==> src/slcirq_pkg.sv <==
// Purpose: Constants and types for the socket-less command and irq masking.
// Assumes: 16-bit byte-wide register port, 8-bit data.
// Notes:   Offsets are byte addresses of the register map.
package slcirq_pkg;

    // ------------------------------------------------------------------
    // Register offsets
    // ------------------------------------------------------------------
    localparam logic [15:0] OFS_COMMON_FLAGS  = 16'h2100;
    localparam logic [15:0] OFS_SOCK_SUMMARY  = 16'h2101;
    localparam logic [15:0] OFS_SL_FLAGS      = 16'h2102;
    localparam logic [15:0] OFS_COMMON_MASK   = 16'h2104;
    localparam logic [15:0] OFS_COMMON_CLEAR  = 16'h2108;
    localparam logic [15:0] OFS_SOCK_MASK     = 16'h2114;
    localparam logic [15:0] OFS_SL_MASK       = 16'h2124;
    localparam logic [15:0] OFS_SL_CLEAR      = 16'h2128;
    localparam logic [15:0] OFS_SRC_SELECT    = 16'h212c;
    localparam logic [15:0] OFS_SL_COMMAND    = 16'h2130;

    // ------------------------------------------------------------------
    // Field layouts and reset values
    // ------------------------------------------------------------------
    localparam logic [7:0] COMMON_VALID_BITS = 8'h97;
    localparam logic [7:0] CMD_VALID_BITS    = 8'h7f;
    localparam logic [7:0] REG_RESET         = 8'h00;
    localparam int         SL_TIMEOUT_BIT    = 7;
    localparam int         NUM_SOCKETS       = 8;

    localparam logic [7:0] SRC_AUTO          = 8'h00;
    localparam logic [7:0] SRC_LLA           = 8'h02;
    localparam logic [7:0] SRC_GUA           = 8'h03;

    // Link-local unicast prefix fe80::/10.
    localparam logic [9:0] LLA_PREFIX        = 10'h3fa;

    typedef enum logic [1:0] {
        SLC_IDLE = 2'b00,
        SLC_SEND = 2'b01,
        SLC_WAIT = 2'b10
    } slcirq_state_type;

    typedef struct packed {
        logic [7:0] reply;
        logic       timeout;
    } slcirq_result_type;

endpackage

==> src/slcirq_top.sv <==
// Purpose: Interrupt clear/mask registers and socket-less command unit.
// Assumes: Protocol engine supplies event pulses and a done handshake.
// Notes:   One byte register port; reads return data on the next edge.
//
// Functional notes
// - Writing one to common clear bits 7,4,2,1,0 clears that common flag.
// - Socket mask holds eight enables gating each socket summary bit.
// - Socket-less mask holds one enable per socket-less flag.
// - Writing one to any socket-less clear bit clears that flag.
// - Automatic source select picks link-local or global by destination.
// - Select 0x02 forces link-local source, 0x03 forces global source.
// - Writing one to a command bit transmits the matching packet.
// - Command bit clears itself when the operation finishes.
// - Command outcome reported only through socket-less flags.
// - Masks, source select and command read zero after reset.
// - Timeout flag on no reply; per-command flag on reply arrival.
// - Socket summary bit is one while that socket's flags are nonzero.
module slcirq_top
    import slcirq_pkg::*;
(
    input  wire logic                  MCLK,
    input  wire logic                  RST,
    input  wire logic                  CE,
    input  wire logic [15:0]           ADDR,
    input  wire logic                  WR,
    input  wire logic                  RD,
    input  wire logic [7:0]            WDATA,
    output logic      [7:0]            RDATA,
    input  wire logic [7:0]            COMMON_EVENT,
    input  wire logic [63:0]           SOCKET_FLAGS,
    input  wire logic                  RA_RECEIVED,
    input  wire slcirq_result_type     CMD_RESULT,
    input  wire logic                  CMD_DONE,
    input  wire logic                  TX_ACK,
    output logic                       TX_REQ,
    output logic      [6:0]            TX_KIND,
    input  wire logic [127:0]          DEST_V6_ADDR,
    input  wire logic [127:0]          LINK_LOCAL_ADDR,
    input  wire logic [127:0]          GLOBAL_ADDR,
    output logic      [127:0]          SOURCE_V6_ADDR,
    output logic                       INT_REQ
);

    // ------------------------------------------------------------------
    // Storage
    // ------------------------------------------------------------------
    logic [7:0]        common_flags_q;
    logic [7:0]        common_mask_q;
    logic [7:0]        sock_mask_q;
    logic [7:0]        sl_flags_q;
    logic [7:0]        sl_mask_q;
    logic [7:0]        src_sel_q;
    logic [7:0]        cmd_q;
    logic [7:0]        sock_summary;
    logic [7:0]        sl_set;
    logic              cmd_accept;
    slcirq_state_type  state_q;

    function automatic logic hit(input logic [15:0] a,
                                 input logic [15:0] ofs);
        hit = (a == ofs);
    endfunction

    // ------------------------------------------------------------------
    // Socket summary
    // ------------------------------------------------------------------
    genvar g;
    generate
        for (g = 0; g < NUM_SOCKETS; g++)
        begin : g_sum
            assign sock_summary[g] = |SOCKET_FLAGS[g*8 +: 8];
        end
    endgenerate

    // ------------------------------------------------------------------
    // Common flags
    // ------------------------------------------------------------------
    // A set in the same cycle as a clear wins so no event is lost.
    always_ff @(posedge MCLK or posedge RST)
    begin
        if (RST)
            common_flags_q <= REG_RESET;
        else if (CE)
        begin
            if (WR && hit(ADDR, OFS_COMMON_CLEAR))
                common_flags_q <= ((common_flags_q
                                  & ~(WDATA & COMMON_VALID_BITS))
                                  | COMMON_EVENT) & COMMON_VALID_BITS;
            else
                common_flags_q <= (common_flags_q | COMMON_EVENT)
                                  & COMMON_VALID_BITS;
        end
    end

    always_ff @(posedge MCLK or posedge RST)
    begin
        if (RST)
            common_mask_q <= REG_RESET;
        else if (CE && WR && hit(ADDR, OFS_COMMON_MASK))
            common_mask_q <= WDATA & COMMON_VALID_BITS;
    end

    always_ff @(posedge MCLK or posedge RST)
    begin
        if (RST)
            sock_mask_q <= REG_RESET;
        else if (CE && WR && hit(ADDR, OFS_SOCK_MASK))
            sock_mask_q <= WDATA;
    end

    // ------------------------------------------------------------------
    // Socket-less flags and mask
    // ------------------------------------------------------------------
    // Result is only taken while a command waits, so stray results from
    // the engine cannot forge a completion.
    always_comb
    begin
        sl_set = {7'h00, RA_RECEIVED};
        if (state_q == SLC_WAIT && CMD_DONE)
        begin
            if (CMD_RESULT.timeout)
                sl_set[SL_TIMEOUT_BIT] = 1'b1;
            else
                sl_set = sl_set | (CMD_RESULT.reply & cmd_q
                                   & CMD_VALID_BITS);
        end
    end

    always_ff @(posedge MCLK or posedge RST)
    begin
        if (RST)
            sl_flags_q <= REG_RESET;
        else if (CE)
        begin
            if (WR && hit(ADDR, OFS_SL_CLEAR))
                sl_flags_q <= (sl_flags_q & ~WDATA) | sl_set;
            else
                sl_flags_q <= sl_flags_q | sl_set;
        end
    end

    always_ff @(posedge MCLK or posedge RST)
    begin
        if (RST)
            sl_mask_q <= REG_RESET;
        else if (CE && WR && hit(ADDR, OFS_SL_MASK))
            sl_mask_q <= WDATA;
    end

    always_ff @(posedge MCLK or posedge RST)
    begin
        if (RST)
            src_sel_q <= REG_RESET;
        else if (CE && WR && hit(ADDR, OFS_SRC_SELECT))
            src_sel_q <= WDATA;
    end

    // ------------------------------------------------------------------
    // Command unit
    // ------------------------------------------------------------------
    // A write while busy is dropped, not queued.
    assign cmd_accept = WR && hit(ADDR, OFS_SL_COMMAND)
                        && (state_q == SLC_IDLE)
                        && ((WDATA & CMD_VALID_BITS) != REG_RESET);

    always_ff @(posedge MCLK or posedge RST)
    begin
        if (RST)
        begin
            state_q <= SLC_IDLE;
            cmd_q   <= REG_RESET;
        end
        else if (CE)
        begin
            case (state_q)
                SLC_IDLE:
                begin
                    if (cmd_accept)
                    begin
                        cmd_q   <= WDATA & CMD_VALID_BITS;
                        state_q <= SLC_SEND;
                    end
                end
                SLC_SEND:
                begin
                    if (TX_ACK)
                        state_q <= SLC_WAIT;
                end
                SLC_WAIT:
                begin
                    if (CMD_DONE)
                    begin
                        cmd_q   <= REG_RESET;
                        state_q <= SLC_IDLE;
                    end
                end
                default:
                begin
                    cmd_q   <= REG_RESET;
                    state_q <= SLC_IDLE;
                end
            endcase
        end
    end

    assign TX_REQ  = (state_q == SLC_SEND);
    assign TX_KIND = cmd_q[6:0];

    // ------------------------------------------------------------------
    // IPv6 source selection
    // ------------------------------------------------------------------
    // Reserved select values fall back to automatic choice.
    always_ff @(posedge MCLK or posedge RST)
    begin
        if (RST)
            SOURCE_V6_ADDR <= '0;
        else if (CE)
        begin
            case (src_sel_q)
                SRC_LLA: SOURCE_V6_ADDR <= LINK_LOCAL_ADDR;
                SRC_GUA: SOURCE_V6_ADDR <= GLOBAL_ADDR;
                default:
                begin
                    if (DEST_V6_ADDR[127:118] == LLA_PREFIX)
                        SOURCE_V6_ADDR <= LINK_LOCAL_ADDR;
                    else
                        SOURCE_V6_ADDR <= GLOBAL_ADDR;
                end
            endcase
        end
    end

    // ------------------------------------------------------------------
    // Interrupt output and read port
    // ------------------------------------------------------------------
    always_ff @(posedge MCLK or posedge RST)
    begin
        if (RST)
            INT_REQ <= 1'b0;
        else if (CE)
            INT_REQ <= |(common_flags_q & common_mask_q)
                       | |(sock_summary & sock_mask_q)
                       | |(sl_flags_q & sl_mask_q);
    end

    always_ff @(posedge MCLK or posedge RST)
    begin
        if (RST)
            RDATA <= REG_RESET;
        else if (CE && RD)
        begin
            case (ADDR)
                OFS_COMMON_FLAGS: RDATA <= common_flags_q;
                OFS_SOCK_SUMMARY: RDATA <= sock_summary;
                OFS_SL_FLAGS:     RDATA <= sl_flags_q;
                OFS_COMMON_MASK:  RDATA <= common_mask_q;
                OFS_SOCK_MASK:    RDATA <= sock_mask_q;
                OFS_SL_MASK:      RDATA <= sl_mask_q;
                OFS_SRC_SELECT:   RDATA <= src_sel_q;
                OFS_SL_COMMAND:   RDATA <= cmd_q;
                default:          RDATA <= REG_RESET;
            endcase
        end
    end

endmodule

==> config.mk <==
export PLATFORM = sky130hd
export DESIGN_NAME = slcirq_top
export DESIGN_NICKNAME = d
export VERILOG_FILES = /design/src/slcirq_pkg.sv /design/src/slcirq_top.sv
export SDC_FILE = /design/constraint.sdc
export NUM_CORES = 1
export LEC_CHECK = 0
export BUFFER_PORTS_ARGS = -buffer_cell sky130_fd_sc_hd__buf_2
export CORE_AREA = 2 2 247 249
export DETAILED_ROUTE_END_ITERATION = 12
export DIE_AREA = 0 0 249 251
export PLACE_DENSITY = 0.33
export SKIP_LAST_GASP = 1
export SLEW_MARGIN = 20
export SYNTH_ARGS = -nofsm -noshare
export SYNTH_HDL_FRONTEND = slang
export SYNTH_SLANG_ARGS = --single-unit
==> constraint.sdc <==
create_clock -name MCLK -period 9.45 [get_ports MCLK]
set_input_delay 0.945 -clock MCLK [delete_from_list [all_inputs] [get_ports MCLK]]
set_output_delay 0.945 -clock MCLK [all_outputs]
set_load 0.03 [all_outputs]
==> summary by stage <==
Run status
The flow ran to the end, and the final reports show no timing, DRC or antenna violations.

Power and ir drop
The power spent charging and discharging nets is 0.681 mW. The internal power is between 1 and 1.5 mW. IR analysis of the VDD net gives a maximum drop of ~0.14 mV. Of the total power, the share spent switching nets is 0.331. The static power due to leakage is between 5 and 6 nW. The combinational power share is 0.189.

The portion of total power attributed to sequential cells is 0.432. Total power for the finished layout comes to 2.05 mW. The power density over the cells is 155 mW/mm2. The share of total power dissipated in the clock network is 0.379.

STA
The final count of hold timing violations was 0. On the final layout, the worst hold slack is about 0.5 ns. The final number of max-transition violations is 0.

After routing, the total negative slack on setup checks comes to 0 ns. Setup slack closes at 5.97 ns. Dividing the final minimum period by the clock period gives 0.369.

Setup repair after global routing left no endpoint under its margin. Across the routed clock network, the largest skew measured is around 0.021 ns. The final period demand of the worst path is approximately 3.5 ns.

Setup violations remaining at the end of the flow were counted as 0. The worst pin sits at a relative slew slack of 0.280. The slew at the pin with the worst max-slew slack is ~1.1 ns. The achievable frequency is between 200 and 300 MHz.

Worst setup path
In this design, the stage delay of the slowest critical-path cell is between 0.5 and 0.6 ns. STA classifies the critical path endpoint as a register. The slowest stage of the critical path is the nor4_1 cell. The worst path required time is 9.79 ns.

Data arrives at the worst endpoint at about 3.8 ns. Along the worst path, the maximum fanout reaches around 110. The signal on the critical path passes through nor4_1 > nand3_1 > mux2i_4 > buf_4 > buf_12 > mux2i_1 > a21oi_1. The worst setup path is launched from a register. The setup path with the least slack is of type register to register. The path depth of the worst reg2reg path is 7.

Placed design
The sum of net half-perimeters after detailed placement is ~30000 um. After detailed placement, the total cell area comes to 0.0126 mm2. The pre-CTS worst setup slack is around 5.5 ns. During placement, the flow inserted port buffers numbering between 500 and 600.

Once placement completed, the tool counted placed cells totaling between 2k and 2.5k. The final weighted congestion in routability-driven placement is between 0.8 and 0.9.

Finish
Once layout is complete, the cells apart from fillers number 2154. Measured on the finished design, the core utilization comes to 0.222. Counting the fill cells in the layout gives between 6k and 7k.

The finished cells cover 0.0132 mm2. The net total in the final layout is about 1.9k. The share of layout cells above drive strength 1 is 0.442.

The synthesis-to-finish area growth is 44.2%.

Synth
The synthesis-stage register bit count is ~190. The cell accounting for the most synthesized area is dfrtp_1. The cell area after synthesis is ~0.009 mm2. The most frequently used cell type in the post-synthesis netlist is dfrtp_1. In this run the mean area of a mapped cell was around 11 um2.

The portion of the post-synthesis area used by sequential elements is 0.512. Counting every instance in the synthesized netlist gives slightly below 900. When the netlist entered floorplanning its net count stood at around 1.4k.

For this run, the leading register cell type out of synthesis is dfrtp_1. Yosys printed 0 warnings. In the synthesized netlist the async set-or-reset flop fraction comes to 1.00. The area fraction of the dominant cell type after synthesis is 0.512. By count the netlist is led by 188 x dfrtp_1, 140 x nor2_1, 135 x mux2i_1. In the post-synthesis netlist, the biggest area contributors are dfrtp_1 51%, mux2i_1 15%, a21oi_1 7.3%. The number of synthesized flops with an enable pin is 0. Yosys mapped the design onto between 50 and 60 distinct sky130hd cell types.

CTS
The number of buffers on the longest clock path is 2. Clock tree synthesis found a total of between 150 and 200 sinks. Once the clock tree was built, the setup fixing pass inserted 0 buffers. The number of hold-repair buffers added at the cts stage is 0. Clock-pin slew was measured on the worst setup and hold paths at 0.09 ns. The number of clock buffers inserted by TritonCTS is 17.

The clock latency reported for the late side of the worst-skew pair is about 0.50 ns. CTS built an H-tree with a depth of 4. TritonCTS built the clock tree. The post-cts gate resize count is 0. The cell chosen for the clock root is clkbuf_16.

Detailed routing
The via count of the routed design is about 8.6k. After detailed routing, the number of remaining DRC violations is 0. After detailed routing, the average wire length per cell comes to between 15 and 20 um. After detailed routing, the total wire length is between 30000 and 40000 um. The number of nets still failing antenna checks after routing is 0. After the first detailed-routing iteration, the DRC count stood at approximately 520. The mean number of vias per cell is around 4.0. The number of detailed-route iterations in the first pass is 8.

Flow run
The count of maximum capacitance violations is 0.

Floorplan
The effective utilization at floorplan is 0.154. The die covers approximately 0.062 mm2. The row count is 90.

From bottom edge to top edge, the die measures about 250 um. From left edge to right edge, the die measures between 200 and 250 um. During I/O placement, the number of pins put on the boundary was roughly 640.

The core region is roughly 0.060 mm2.

Global route
The first global-routing pass estimated roughly 57000 um of wire. The number of antenna violations at the first check in global routing is 2. The maximum number of pins on one net before global-route repair is 111. The global-route congestion overflow total is 0.

The via count of the first global-routing pass is between 8k and 9k. For this run, the total global-route usage over all layers was measured as 0.124.

Hold path
The type of the worst min-delay path is input port to asynchronous set/reset pin.
[path summary, 6_finish.rpt]
check / from / to / slack [ns]
min in group MCLK: RDATA[3] / RDATA[3] / 0.51
max reg2reg: src_sel_q[4] / SOURCE_V6_ADDR[80] / 5.97
max in group asynchronous: RST / state_q[0] / 7.66
min reg2reg: RDATA[3] / RDATA[3] / 0.51
max: src_sel_q[4] / SOURCE_V6_ADDR[80] / 5.97
min: RST / SOURCE_V6_ADDR[59] / 0.50
[power by group through the flow]
stage	clock, mW	sequential, mW	combinational (mW)
after floorplan	0	1.00	0.103
after global placement	0	0.902	0.400
after detailed placement	0	0.902	0.397
after CTS	0.821	0.888	0.397
after global routing	0.845	0.896	0.421
final	0.779	0.888	0.388
[layout by cell type, fill, tap and decap left out, types with 5 or more instances in the layout]
| cell | n |
|---|---|
| a21oi_1 | 134 |
| a22o_1 | 25 |
| a22oi_1 | 17 |
| a32o_1 | 9 |
| and4_1 | 5 |
| buf_2 | 518 |
| buf_4 | 5 |
| clkbuf_16 | 17 |
| dfrtp_1 | 188 |
| inv_1 | 5 |
| inv_8 | 6 |
| mux2_2 | 29 |
| mux2i_1 | 134 |
| nand2_1 | 34 |
| nand4_1 | 6 |
| nor2_1 | 140 |
| nor4_1 | 18 |
| o211ai_1 | 5 |
[critical path, delay by kind of cell (launching register included)]
| kind | cells | cell delay, ns |
|---|---|---|
| DFF | 1 | 0.40 |
| buffers and inverters | 2 | 0.78 |
| AOI/OAI and AO/OA | 1 | 0.12 |
| muxes | 2 | 0.86 |
| and+or+nand+nor | 2 | 0.84 |
[final cells by class]
cell class / count / area, um2 / share of cell area
antenna: 2 / 5.00 / 0.000378
sequential: 188 / 4700 / 0.355
timing repair buffer: 525 / 2660 / 0.201
tap: 782 / 978 / 0.0739
clock buffer: 17 / 425 / 0.0321
inverter: 6 / 30.0 / 0.00227
multi-input combinational: 619 / 4240 / 0.320
clock inverter: 15 / 194 / 0.0146
[sequential cells by signal (all words and copies together) (netlist names), 7 cells and up]
register	flops
sock_mask_q	8
src_sel_q	8
SOURCE_V6_ADDR	128
sl_mask_q	8
cmd_q	7
sl_flags_q	8
RDATA	8
[per-layer routing]
| layer | up-vias | global-route usage | part of all wire |
|---|---|---|---|
| met3 | 37 | 0.0364 | 0.065 |
| met4 | 0 | 0.0468 | 0.023 |
| li1 | 4160 | - | - |
| met5 | - | 0 | 0 |
| met2 | 358 | 0.220 | 0.51 |
| met1 | 4028 | 0.140 | 0.40 |
[logic make-up after synthesis]
kind of cell	synth area share
buf+inv	0.0272
mux	0.183
compound gates	0.142
simple gates	0.136
flops	0.512
No activity file was read; power rests on OpenSTA's default activity.
